## config.mk

```make
export PLATFORM = sky130hd
export DESIGN_NAME = gnc_command_unit
export DESIGN_NICKNAME = d
export VERILOG_FILES = /design/src/rtl/gnc_pkg.sv /design/src/rtl/gnc_pin_sync.sv /design/src/rtl/gnc_command_unit.sv
export SDC_FILE = /design/constraint.sdc
export NUM_CORES = 1
export LEC_CHECK = 0
export BUFFER_PORTS_ARGS = -buffer_cell sky130_fd_sc_hd__buf_4
export CAP_MARGIN = 40
export CORE_MARGIN = 2
export CORE_UTILIZATION = 50
export CTS_CLUSTER_DIAMETER = 100
export DETAILED_ROUTE_END_ITERATION = 7
export PLACE_DENSITY_LB_ADDON = 0.3
export SYNTH_ARGS = -nofsm -noshare
export SYNTH_HDL_FRONTEND = slang
export SYNTH_SLANG_ARGS = --single-unit
export TNS_END_PERCENT = 10
```

## constraint.sdc

```tcl
create_clock -name sys_clk -period 3.4 [get_ports sys_clk]
set_input_delay 0.17 -clock sys_clk [delete_from_list [all_inputs] [get_ports sys_clk]]
set_output_delay 0.17 -clock sys_clk [all_outputs]
set_load 0.01 [all_outputs]
```

## src/rtl/gnc_pkg.sv

```systemverilog
// constants, field layouts and carrier types of the gateway network command unit
// Behaviour
// - after node number write, connection may take up to ten seconds
// - node select holds node number in bits 3:0, upper bits unused
// - command bit 15 removes the node in node select
// - command bit 13 requests configuration and payload from selected node
// - command bit 12 pushes all alarm registers to selected node
// - command bit 11 fetches alarm registers from selected node
// - command bit 10 copies gateway page alarm configuration to remote node
// - bit 6 saves flash, bit 7 software reset, bit 4 clears diagnostics
// - command bit 5 runs flash checksum test against factory value
// - command bit 3 restores factory register settings
// - command bit 1 starts update of selected node, except spectral alarms
// - network number: bits 15:0 network_number, both bytes writable, default 0x1234
// - page identity reads zero when page manages no node
// - connected page identity bits 15:8 read fixed marker code
// - connected page identity bits 7:0 read assigned node number
// - signal strength reads 16-bit two's complement, 1 dBm per step
// - node pages 1..6 read zero until a node connects there
package gnc_pkg;

  // register byte addresses (low byte of each 16-bit word)
  localparam logic [6:0] ADDR_PAGE   = 7'h00;
  localparam logic [6:0] ADDR_NET    = 7'h02;
  localparam logic [6:0] ADDR_IDENT  = 7'h06;
  localparam logic [6:0] ADDR_GATEWAY_SIGNAL_STRENGTH = 7'h0a;
  localparam logic [6:0] ADDR_CMD    = 7'h12;
  localparam logic [6:0] ADDR_SEL    = 7'h14;
  localparam logic [6:0] ADDR_NODE_SIGNAL_STRENGTH = 7'h5a;

  // command bit positions
  localparam int CMD_ADD       = 0;
  localparam int CMD_UPDATE    = 1;
  localparam int CMD_FACTORY   = 3;
  localparam int CMD_CLRDIAG   = 4;
  localparam int CMD_FLASHTEST = 5;
  localparam int CMD_SAVE      = 6;
  localparam int CMD_SWRESET   = 7;
  localparam int CMD_DROP      = 8;
  localparam int CMD_ALMCOPY   = 10;
  localparam int CMD_ALMFETCH  = 11;
  localparam int CMD_ALMPUSH   = 12;
  localparam int CMD_REQCFG    = 13;
  localparam int CMD_REMOVE    = 15;

  // frame layout: write flag, byte address, data byte
  localparam int FRAME_BITS = 16;
  localparam int FRAME_WR   = 15;
  localparam int FRAME_AHI  = 14;
  localparam int FRAME_ALO  = 8;

  // reset values and ranges
  localparam logic [15:0] NET_RESET  = 16'h1234;
  localparam logic [3:0]  SEL_RESET  = 4'h0;
  localparam logic [7:0]  PAGE_RESET = 8'h00;
  localparam logic [3:0]  NODE_MAX   = 4'h6;
  localparam int          NODE_PAGES = 6;
  localparam logic [7:0]  PAGE_GW    = 8'h00;

  // connection marker code; value is arbitrary
  localparam logic [7:0] IDENT_MARKER = 8'h5c;

  // connection window: time in seconds and derived cycle count
  localparam longint CLK_HZ         = 100_000_000;
  localparam longint CONNECT_TIME_S = 10;
  localparam int unsigned CONNECT_CYCLES = 32'(CONNECT_TIME_S * CLK_HZ);

  // one-cycle action pulses towards the radio / flash controller
  typedef struct packed {
    logic [3:0] node;
    logic       connectStart;
    logic       update;
    logic       factoryRestore;
    logic       clearDiag;
    logic       flashTest;
    logic       saveFlash;
    logic       softReset;
    logic       dropNode;
    logic       alarmCopy;
    logic       alarmFetch;
    logic       alarmPush;
    logic       requestConfig;
    logic       removeNode;
  } gnc_cmd_s;

  // link status reported by the radio side
  typedef struct packed {
    logic [NODE_PAGES-1:0]       connected;
    logic [NODE_PAGES-1:0][7:0]  assignedNode;
    logic [NODE_PAGES-1:0][15:0] nodeRssi;
    logic [15:0]                 gwRssi;
    logic                        connectDone;
  } gnc_link_s;

endpackage

```

## src/rtl/gnc_pin_sync.sv

```systemverilog
// three-stage pin synchroniser that accepts a change once stages two and three agree
`timescale 1ns/1ps
`default_nettype none
module gnc_pin_sync
  import gnc_pkg::*;
#(
  parameter int         WIDTH     = 3,
  parameter logic [2:0] RESET_VAL = 3'h0
) (
  input  wire logic             sys_clk,
  input  wire logic             resetn,
  input  wire logic [WIDTH-1:0] pinIn,
  output logic      [WIDTH-1:0] pinOut
);

  typedef struct packed {
    logic [WIDTH-1:0] s1;
    logic [WIDTH-1:0] s2;
    logic [WIDTH-1:0] s3;
    logic [WIDTH-1:0] level;
  } gnc_sync_s;

  gnc_sync_s state_q;
  gnc_sync_s state_d;

  // stage one feeds only stage two; the filter looks at stages two and three
  always_comb begin
    state_d    = state_q;
    state_d.s1 = pinIn;
    state_d.s2 = state_q.s1;
    state_d.s3 = state_q.s2;
    for (int i = 0; i < WIDTH; i++) begin
      if (state_q.s2[i] == state_q.s3[i]) begin
        state_d.level[i] = state_q.s3[i];
      end
    end
  end

  // idle levels at reset keep a stray edge from appearing at release
  always_ff @(posedge sys_clk or negedge resetn) begin
    if (!resetn) begin
      state_q <= {4{RESET_VAL[WIDTH-1:0]}};
    end else begin
      state_q <= state_d;
    end
  end

  assign pinOut = state_q.level;

endmodule
`default_nettype wire

```

## src/rtl/gnc_command_unit.sv

```systemverilog
// gateway command interpreter: serial host port, page 0 registers and node pages
`timescale 1ns/1ps
`default_nettype none
module gnc_command_unit
  import gnc_pkg::*;
#(
  parameter int unsigned CONNECT_LIMIT = CONNECT_CYCLES
) (
  input  wire logic      sys_clk,
  input  wire logic      resetn,
  input  wire logic      spiSclk,
  input  wire logic      spiCsN,
  input  wire logic      spiMosi,
  output logic           spiMiso,
  input  wire gnc_link_s linkIn,
  output gnc_cmd_s       cmdOut,
  output logic           connectBusy,
  output logic           connectTimeout
);

  typedef struct packed {
    logic [7:0]  page;
    logic [15:0] net;
    logic [3:0]  sel;
    logic        addArmed;
    logic        connBusy;
    logic [31:0] connCnt;
    logic        connTimeout;
    logic        sclkPrev;
    logic        csPrevN;
    logic [15:0] shiftIn;
    logic [4:0]  bitCnt;
    logic [15:0] shiftOut;
    logic [15:0] readData;
    logic        misoBit;
    gnc_cmd_s    cmd;
  } gnc_state_s;

  // last serial bit, final connect count and the pins' idle levels
  localparam logic [4:0]  LAST_BIT   = 5'(FRAME_BITS - 1);
  localparam logic [31:0] CONN_LAST  = 32'(CONNECT_LIMIT - 1);
  localparam logic [2:0]  PIN_IDLE   = 3'h6;

  // register bank, its next value and the filtered pin levels
  gnc_state_s state_q;
  gnc_state_s state_d;
  logic [2:0] pinLvl;
  logic       sclkLvl;
  logic       csLvlN;
  logic       mosiLvl;

  // host pins come from another clock domain
  gnc_pin_sync #(
    .WIDTH     (3),
    .RESET_VAL (PIN_IDLE)
  ) u_pin_sync (
    .sys_clk (sys_clk),
    .resetn  (resetn),
    .pinIn   ({spiSclk, spiCsN, spiMosi}),
    .pinOut  (pinLvl)
  );

  // pin order inside the synchroniser: clock, select, data
  assign sclkLvl = pinLvl[2];
  assign csLvlN  = pinLvl[1];
  assign mosiLvl = pinLvl[0];

  // word address of a byte address: both bytes of a register share it
  function automatic logic [6:0] wordAddr(input logic [6:0] a);
    wordAddr = {a[6:1], 1'b0};
  endfunction

  // node number in range for per-node commands
  function automatic logic nodeOk(input logic [3:0] n);
    nodeOk = (n <= NODE_MAX);
  endfunction

  // replace one byte of a word; an odd byte address picks the upper byte
  function automatic logic [15:0] mergeByte(
    input logic [15:0] old,
    input logic [7:0]  data,
    input logic        hi
  );
    mergeByte = hi ? {data, old[7:0]} : {old[15:8], data};
  endfunction

  // one pulse per command bit written as 1, except add (bit 0); actions aimed at a node also need it in range
  function automatic gnc_cmd_s pulseVec(
    input logic [15:0] bits,
    input logic        ok
  );
    pulseVec                = '0;
    pulseVec.update         = bits[CMD_UPDATE] && ok;
    pulseVec.factoryRestore = bits[CMD_FACTORY];
    pulseVec.clearDiag      = bits[CMD_CLRDIAG];
    pulseVec.saveFlash      = bits[CMD_SAVE];
    pulseVec.softReset      = bits[CMD_SWRESET];
    pulseVec.flashTest      = bits[CMD_FLASHTEST];
    pulseVec.dropNode       = bits[CMD_DROP] && ok;
    pulseVec.alarmCopy      = bits[CMD_ALMCOPY] && ok;
    pulseVec.alarmFetch     = bits[CMD_ALMFETCH] && ok;
    pulseVec.alarmPush      = bits[CMD_ALMPUSH] && ok;
    pulseVec.requestConfig  = bits[CMD_REQCFG] && ok;
    pulseVec.removeNode     = bits[CMD_REMOVE] && ok;
  endfunction

  // read decode for the selected page
  function automatic logic [15:0] readReg(
    input logic [7:0]  page,
    input logic [6:0]  addr,
    input logic [15:0] net,
    input logic [3:0]  sel,
    input gnc_link_s   link
  );
    logic [2:0] idx;
    // unmapped words and pages above six read zero
    readReg = 16'h0000;
    idx     = 3'h0;
    if (wordAddr(addr) == ADDR_PAGE) begin
      readReg = {8'h00, page};
    end else if (page == PAGE_GW) begin
      // page 0 manages no node, so its identity word stays zero
      unique case (wordAddr(addr))
        ADDR_NET:    readReg = net;
        ADDR_SEL:    readReg = {12'h000, sel};
        ADDR_GATEWAY_SIGNAL_STRENGTH: readReg = link.gwRssi;
        default:     readReg = 16'h0000;
      endcase
    end else if (page <= 8'(NODE_PAGES)) begin
      idx = 3'(page - 8'h01);
      if (link.connected[idx]) begin
        unique case (wordAddr(addr))
          ADDR_IDENT:  readReg = {IDENT_MARKER, link.assignedNode[idx]};
          ADDR_NODE_SIGNAL_STRENGTH: readReg = link.nodeRssi[idx];
          default:     readReg = 16'h0000;
        endcase
      end else begin
        readReg = 16'h0000;
      end
    end
  endfunction

  // serial framing, register writes, command pulses and connect timer
  always_comb begin
    logic [15:0] word;
    logic [6:0]  addr;
    logic [7:0]  data;
    logic [15:0] bits;
    logic        hiByte;
    logic        okNode;
    // frame fields as they will stand once this bit is shifted in
    word   = {state_q.shiftIn[14:0], mosiLvl};
    addr   = word[FRAME_AHI:FRAME_ALO];
    data   = word[7:0];
    hiByte = addr[0];
    bits   = 16'h0000;
    okNode = nodeOk(state_q.sel);

    // everything holds unless changed below; pulses and the timeout last one cycle
    state_d             = state_q;
    state_d.sclkPrev    = sclkLvl;
    state_d.csPrevN     = csLvlN;
    state_d.cmd         = '0;
    state_d.cmd.node    = state_q.sel;
    state_d.connTimeout = 1'b0;

    // frame start loads the answer to the previous read request
    if (state_q.csPrevN && !csLvlN) begin
      state_d.bitCnt   = 5'h00;
      state_d.shiftOut = state_q.readData;
    end

    // a frame cut short by deselect is dropped, and the data line parks low between frames
    if (!state_q.csPrevN && csLvlN) begin
      state_d.bitCnt  = 5'h00;
      state_d.misoBit = 1'b0;
    end

    // output changes on the falling clock edge, host samples on rising
    if (!csLvlN && state_q.sclkPrev && !sclkLvl) begin
      state_d.misoBit  = state_q.shiftOut[15];
      state_d.shiftOut = {state_q.shiftOut[14:0], 1'b0};
    end

    // input sampled on the rising clock edge
    if (!csLvlN && !state_q.sclkPrev && sclkLvl) begin
      state_d.shiftIn = word;
      state_d.bitCnt  = state_q.bitCnt + 5'h01;
      if (state_q.bitCnt == LAST_BIT) begin
        state_d.bitCnt = 5'h00;
        if (!word[FRAME_WR]) begin
          state_d.readData = readReg(state_q.page, addr, state_q.net, state_q.sel, linkIn);
        end else if (wordAddr(addr) == ADDR_PAGE) begin
          if (!hiByte) begin
            state_d.page = data;
          end
        end else if (state_q.page == PAGE_GW) begin
          unique case (wordAddr(addr))
            ADDR_NET: begin
              state_d.net = mergeByte(state_q.net, data, hiByte);
            end
            ADDR_SEL: begin
              if (!hiByte) begin
                state_d.sel = data[3:0];
                if (state_q.addArmed && nodeOk(data[3:0])) begin
                  state_d.addArmed         = 1'b0;
                  state_d.cmd.node         = data[3:0];
                  state_d.cmd.connectStart = 1'b1;
                  state_d.connBusy         = 1'b1;
                  state_d.connCnt          = 32'h0000_0000;
                end
              end
            end
            ADDR_CMD: begin
              bits = mergeByte(16'h0000, data, hiByte);
            end
            default: begin
              bits = 16'h0000;
            end
          endcase
        end
      end
    end

    if (bits[CMD_ADD]) begin
      state_d.addArmed = 1'b1;
    end
    // ones in the command word become pulses; node and start fields stay as set above
    state_d.cmd = gnc_cmd_s'(state_d.cmd | pulseVec(bits, okNode));

    // factory values return to this block's network number and node select too; the page register keeps its value
    if (bits[CMD_FACTORY]) begin
      state_d.net = NET_RESET;
      state_d.sel = SEL_RESET;
    end

    // ten-second connection window; a new start wins over ending
    if (state_q.connBusy && !state_d.cmd.connectStart) begin
      if (linkIn.connectDone) begin
        state_d.connBusy = 1'b0;
      end else if (state_q.connCnt == CONN_LAST) begin
        state_d.connBusy    = 1'b0;
        state_d.connTimeout = 1'b1;
      end else begin
        state_d.connCnt = state_q.connCnt + 32'h0000_0001;
      end
    end

    // software reset returns registers and aborts a pending add
    if (bits[CMD_SWRESET]) begin
      state_d.page     = PAGE_RESET;
      state_d.net      = NET_RESET;
      state_d.sel      = SEL_RESET;
      state_d.addArmed = 1'b0;
      state_d.connBusy = 1'b0;
      state_d.connCnt  = 32'h0000_0000;
    end
  end

  // single register bank; reset values are constants only
  always_ff @(posedge sys_clk or negedge resetn) begin
    if (!resetn) begin
      state_q          <= '0;
      state_q.page     <= PAGE_RESET;
      state_q.net      <= NET_RESET;
      state_q.sel      <= SEL_RESET;
      state_q.sclkPrev <= 1'b1;
      state_q.csPrevN  <= 1'b1;
    end else begin
      state_q <= state_d;
    end
  end

  // outputs come straight from flip-flops, so no glitch reaches the pins
  assign spiMiso        = state_q.misoBit;
  assign cmdOut         = state_q.cmd;
  assign connectBusy    = state_q.connBusy;
  assign connectTimeout = state_q.connTimeout;

endmodule
`default_nettype wire

```

==> flow_summary.ini, run 1 <==
[status]
outcome = complete, no violations

[global_route]
antenna_found_initial = 0
grt_pass1_wl_mm = 39.1
grtUsageTotal_pct = 28.0
gr-total-overflow = 0
grt_max_degree = 86
grt_pass1_vias = 7511

[place]
post-place-cells = 1209
dp_slack_ns = 0.628
io_buffer_count = 191
dpl.hpwl_mm = 17.5
placed_cell_area_mm2 = 0.0100
place_congestion = 0.860

[clocking]
max-clock-path-buffers = 2
post_cts_resized = 0
cts_inserted_buffers = 17
clkSinkCount = 147
htree_levels = 4
clkLatencyLatePin_ns = 0.43
cts_tree = yes
clk_pin_slew_worst_paths_ns = 0.06
cts_root_buf = clkbuf_16

[sta]
setup_tns_ns = 0
worst_slew_pin_slew_ns = 0.810
drv_slew = 0
setup_viol = 0
whs_ns = 0.103
final.period_utilization_pct = 82.0
fin_crit_ns = 2.79
relSlewSlack_pct = 46.0
rsz0062_at_grt = false
skew_ns = 0.0107
fin_ws_ns = 0.611
hold_violations = 0
max_freq_mhz = 359

[setup_path]
startpoint = u_pin_sync.pinOut[2]$_DFFE_PN1N_
critPathLaunchType = flop
reg2reg_from = u_pin_sync.pinOut[2]$_DFFE_PN1N_
crit_required_ns = 3.69
rrSetupSlack_ns = 0.61
r2r-end = state_q[87]$_DFF_PN0_
ff2ff_path_depth = 6
critPathMaxFanout = 18
path_class = reg2reg
arrival_ns = 3.08
endpoint_kind = flop

[synth]
synth-main-ff-cell = dfrtp_1
synth_top_family_by_area = simple AND/OR/NAND/NOR gates
synthSimpleGateAreaFrac_pct = 20.6
syn-instance-count = 847
synth_xor_area_share_pct = 0.830
ys_seq_area_share_pct = 43.8
async_flop_share_pct = 100
avgSynthCellArea_um2 = 9.97
yosys_warnings = 0
ys_top_cells_by_area = dfrtp_1 (39%), mux4_2 (6.7%), nand2_1 (5.5%), dfstp_2 (4.7%), mux2i_1 (4.0%)
synth_area_mm2 = 0.00844
ys_ff_latch = 147
synthDistinctLibCells = 69
synth_area_leader_cell = dfrtp_1
synth-adder-area-share_pct = 1.25
synth_edf_count = 0
synth_compound_area_share_pct = 15.3
synth_mux_area_share_pct = 13.2
syn-num-nets = 1025
synth.top_cell.area_share_pct = 39.1

[die]
initial_utilization_pct = 51.1
die_area_mm2 = 0.0179
pin_count = 192
fp.dieH_um = 134
core_region_area_mm2 = 0.0165
rows = 47
die_w_um = 134

[pwr]
peakVddDrop_v = 0.000339
power_density_mw_per_mm2 = 416
p_leak_nw = 4.59

[route]
drt-total-wl_mm = 24.1
avgViaCountPerCell = 5.99
ant_nets = 0
drcViolationCount = 0
via_count = 7452
wire_per_inst_um = 19.4
drtIter0Drc = 555
firstDrtPassIters = 5

[worst_hold_path]
hold_path_class = in2reg
min_from = linkIn[0]
whs_endpoint = state_q[75]$_DFF_PN0_
min_path_cells = 4

[final_layout]
fin_area_mm2 = 0.0107
flow.area_growth_from_synthesis_pct = 26.4
layoutNonFillerInstCount = 1245
final_net_count = 1190
final_cell_mix = buf_4 (212), dfrtp_1 (131), nand2_1 (123), o21ai_0 (56)
drive_above_1_share_pct = 31.4
fill_cells = 1366
final_common_cell = buf_4
antenna-diode-count = 0

[run]
cap_violations = 0
layer usage:
metal  part of all wire (%)  wire [um]  vias up  track usage, %
li1                       -          -     3458               -
met1                     41       9860     3631            36.5
met2                     49      11900      324            46.9
met3                    6.9       1670       39            4.99
met4                    2.8        671        0            10.2
met5                      0          0        -               0
where the power goes:
group          switching (mW)  internal (mW)
Sequential              0.146           1.83
Combinational           0.238          0.251
Clock                   0.721           1.25
Total                    1.11           3.33
per-stage QoR:
step,power [mW],utilization [%]
2_1_floorplan,2.17,-
3_3_place_gp,2.48,60.4
3_5_place_dp,2.49,60.5
4_1_cts,4.47,64.6
5_1_grt,4.61,64.6
6_report,4.44,64.6
layout make-up:
cell class                 instances  area [um^2]  share of cell area (%)
multi-input combinational        614         4340                    40.7
sequential                       147         3700                    34.7
timing repair buffer             219         1680                    15.7
clock buffer                      24          502                    4.70
tap                              220          275                    2.58
clock inverter                     8          123                    1.15
inverter                          13         48.8                   0.457
worst max-delay path: stages (launching register included):
cell	delay, ns
dfstp_2	0.57
or3b_1	0.36
or4_1	0.57
a2111o_1	0.71
buf_4	0.30
nand2b_1	0.07
mux2i_1	0.07
synth_stat cells, drive strengths merged (6+ instances only):
master / n
or4: 12
nor4: 14
mux4: 25
buf: 33
a21oi: 40
and3: 8
inv: 13
nor3b: 9
clkbuf: 40
a22o: 29
xor2: 7
dfstp: 15
ha: 6
nand2b: 13
o31ai: 9
nand4: 14
o21ai: 59
dfrtp: 132
or3: 10
a22oi: 13
and2: 15
nor3: 15
nand2: 123
mux2: 19
nor2: 32
mux2i: 34
nand3: 40
kinds of logic after synthesis:
| group | Yosys count |
|---|---|
| adder cells (fa/ha/maj) | 9 |
| AND/OR/NAND/NOR | 328 |
| flip-flops | 147 |
| buffers and inverters | 86 |
| AO/OA/AOI/OAI | 191 |
| multiplexers | 78 |
| XOR/XNOR | 8 |
worst max path at each step:
| stage | end | cells past startpoint | slack, ns |
|---|---|---|---|
| 2_1_floorplan | state_q[21]$_DFFE_PN0P_ | 13 | 0.15 |
| 3_3_place_gp | state_q[87]$_DFF_PN0_ | 6 | 0.67 |
| 3_5_place_dp | state_q[87]$_DFF_PN0_ | 6 | 0.63 |
| 4_1_cts | state_q[104]$_DFF_PN0_ | 6 | 0.61 |
| 5_1_grt | state_q[87]$_DFF_PN0_ | 7 | 0.41 |
| 6_report | state_q[87]$_DFF_PN0_ | 6 | 0.61 |
registers in the layout (all words and copies together), names as in the netlist:
register and cells:
cmdOut 17, u_pin_sync.state_q 3, connectBusy 1, state_q 115, u_pin_sync.pinOut 3, u_pin_sync.state_d 6, connectTimeout 1, spiMiso 1
what timing repair did:
| item | 4_1_cts | 5_1_grt |
|---|---|---|
| hold buffers | 4 | 0 |
| endpoints found under the hold margin | 76 | 0 |
| setup buffers | 0 | 0 |
| endpoints found under the setup margin | 0 | 0 |
No activity file was read; power rests on OpenSTA's default activity.
==> run 2: changes to the inputs <==
--- a/config.mk
+++ b/config.mk
@@ -5,10 +5,11 @@
 export SDC_FILE = /design/constraint.sdc
 export NUM_CORES = 1
 export LEC_CHECK = 0
+export ABC_AREA = 1
 export BUFFER_PORTS_ARGS = -buffer_cell sky130_fd_sc_hd__buf_4
 export CAP_MARGIN = 40
 export CORE_MARGIN = 2
-export CORE_UTILIZATION = 50
+export CORE_UTILIZATION = 51
 export CTS_CLUSTER_DIAMETER = 100
 export DETAILED_ROUTE_END_ITERATION = 7
 export PLACE_DENSITY_LB_ADDON = 0.3
==> constraint.sdc (replaced) <==
create_clock -name sys_clk -period 2.9 [get_ports sys_clk]
set_input_delay 0.145 -clock sys_clk [delete_from_list [all_inputs] [get_ports sys_clk]]
set_output_delay 0.145 -clock sys_clk [all_outputs]
set_load 0.01 [all_outputs]
==> flow_summary.ini, run 2 <==
[final_layout]
antenna-diode-count = 0
multi_input_area_mm2 = 0.00487
flow.area_growth_from_synthesis_pct = 23.3
final_net_count = 1700
final_cell_mix = nand2_1 (383), buf_4 (206), nor2_1 (203), dfrtp_1 (131), inv_1 (128)
final_common_cell = nand2_1
regMostFlops = state_q
fill_cells = 1646
drive_above_1_share_pct = 20.7
seqCellArea_mm2 = 0.00370
largest_reg_flops = 115

[synth]
synth.top_cell.area_share_pct = 34.9
synth-adder-area-share_pct = 1.11
avgSynthCellArea_um2 = 7.01
synthDistinctLibCells = 49
synth_area_leader_cell = dfrtp_1
async_flop_share_pct = 100
syn-num-nets = 1530
synthSimpleGateAreaFrac_pct = 35.2
synth_mux_area_share_pct = 1.58
yosys_warnings = 0
synth_compound_area_share_pct = 13.2
synth-main-ff-cell = dfrtp_1
syn-instance-count = 1352
synth_area_mm2 = 0.00947
ys_top_cells_by_area = dfrtp_1 (35%), nand2_1 (15%), nor2_1 (8.0%), o21ai_0 (5.3%), inv_1 (5.1%)
ys_ff_latch = 147
ys_seq_area_share_pct = 39.0
synth_xor_area_share_pct = 0.277
synth_most_common_cell = nand2_1
synth_edf_count = 0
synthTopCellsByCount = nand2_1 (383), nor2_1 (203), dfrtp_1 (132), inv_1 (128), o21ai_0 (100)
synth_top_family_by_area = simple AND/OR/NAND/NOR gates

[setup_path]
ff2ff_path_depth = 11
rrSetupSlack_ns = 0.49
crit_path_frequent_cell = nand2_1
crit_required_ns = 3.26
endpoint_kind = flop
r2r-end = state_q[24]$_DFFE_PN0P_
critPathLaunchType = flop
critical_path.cell_chain = inv_1, ha_1, buf_4, o21ai_0, o21ai_0, nand2_1, nor3_4, nand2_1, nand2_1, nand2_1, nand2_1
crit_slowest_cell = buf_4
reg2reg_from = state_q[129]$_DFFE_PN0P_
cp_slowest_stage_delay_ns = 0.40
critPathMaxFanout = 48
arrival_ns = 2.77
path_class = reg2reg

[global_route]
busiest_layer = met2
use_met1_pct = 39.8
grt_max_degree = 67
gr-total-overflow = 0
grtUsageTotal_pct = 30.3
gr-usage-met2_pct = 51.2
grt_pass1_vias = 9129
antenna_found_initial = 0
grt_pass1_wl_mm = 47.4
use_met3_pct = 5.40

[pwr]
finalPower_mw = 5.70
peakVddDrop_v = 0.000537
power_density_mw_per_mm2 = 488
p_leak_nw = 5.74

[place]
place_congestion = 0.955
io_buffer_count = 191
dpl.hpwl_mm = 22.3

[route]
drtIter0Drc = 830
via_count = 9653
ant_nets = 0
drt-total-wl_mm = 29.4
firstDrtPassIters = 5
avgViaCountPerCell = 5.47
drcViolationCount = 0
wire_per_inst_um = 16.7

[sta]
relSlewSlack_pct = 52.5
skew_ns = 0.0108
drv_slew = 0
setup_tns_ns = 0
worst_slew_pin_slew_ns = 0.712
final.period_utilization_pct = 83.0
hold_violations = 0
rsz0062_at_grt = false
setup_viol = 0
max_freq_mhz = 415
fin_crit_ns = 2.41

[worst_hold_path]
hold_path_class = in2reg
min_path_cells = 6
min_from = linkIn[13]
whs_endpoint = state_q[30]$_DFFE_PN0P_

[die]
initial_utilization_pct = 52.4
die_area_mm2 = 0.0197
pin_count = 192
rows = 49
fp.dieH_um = 140
die_w_um = 140
core_region_area_mm2 = 0.0181

[clocking]
cts_root_buf = clkbuf_16
clkSinkCount = 147
cts_inserted_buffers = 17
htree_levels = 4
post_cts_resized = 0
clk_pin_slew_worst_paths_ns = 0.06
clkLatencyLatePin_ns = 0.43
cts_setup_buffers = 0
max-clock-path-buffers = 2
cts_tree = yes

[status]
outcome = complete, no violations

[run]
cap_violations = 0
## run 2: power breakdown
group / internal, mW / switching [mW] / leakage [nW]
combinational: 0.368 / 0.590 / 3.60
clock: 1.48 / 0.919 / 0.300
sequential: 2.21 / 0.133 / 1.84
total: 4.06 / 1.64 / 5.74
## run 2: routing by layer
metal	part of all wire, %	vias to the layer above
met5	0	-
met4	2.5	0
met3	7.5	56
met2	48	396
met1	42	4492
li1	-	4709
## run 2: critical path: cells and delay by family, from the launching register on
family          cells  cell delay (ns)
flops               1             0.34
simple gates        6             0.78
buf+inv             2             0.49
compound gates      2             0.40
fa+ha+maj           1             0.30
## run 2: worst max-delay path by stage
stage	slack (ns)	from	endpoint
after floorplan	0.49	state_q[128]$_DFFE_PN0P_	state_q[103]$_DFF_PN0_
after global placement	0.59	state_q[129]$_DFFE_PN0P_	state_q[24]$_DFFE_PN0P_
after detailed placement	0.52	state_q[129]$_DFFE_PN0P_	state_q[29]$_DFFE_PN0P_
after CTS	0.52	state_q[129]$_DFFE_PN0P_	state_q[28]$_DFFE_PN0P_
after global routing	0.12	state_q[129]$_DFFE_PN0P_	state_q[28]$_DFFE_PN0P_
final	0.49	state_q[129]$_DFFE_PN0P_	state_q[24]$_DFFE_PN0P_
## run 2: area by class of cell
cell class	instances	area share (%)
inverters	145	4.77
clock inverters	13	1.70
multi-input cells	998	41.7
repair buffers	213	13.9
flip-flops and latches	147	31.7
well taps	229	2.45
clock buffers	19	3.79
## run 2: what timing repair did
item,in CTS,in global routing
hold buffers,5,0
setup endpoints to repair,0,0
endpoints found under the hold margin,57,0
## run 2: cells by family (layout without fill, tap and decap cells)
group / count (synthesis) / in the layout
compound gates: 217 / 217
xor+xnor: 3 / 3
fa+ha+maj: 9 / 9
buf+inv: 207 / 390
flops: 147 / 147
mux: 15 / 15
simple gates: 754 / 754
## run 2: metrics by stage
step | setup WS [ns] | hold slack (ns) | instances | utilization [%] | area [um^2]
floorplan | 0.492 | -0.151 | 1352 | - | 9470
global placement | 0.590 | 0.202 | 1727 | 60.7 | 11000
detailed placement | 0.523 | 0.202 | 1727 | 60.7 | 11000
CTS | 0.522 | 0.161 | 1764 | 64.6 | 11700
global route | 0.118 | 0.226 | 1764 | 64.6 | 11700
finish | 0.492 | 0.159 | 1764 | 64.6 | 11700
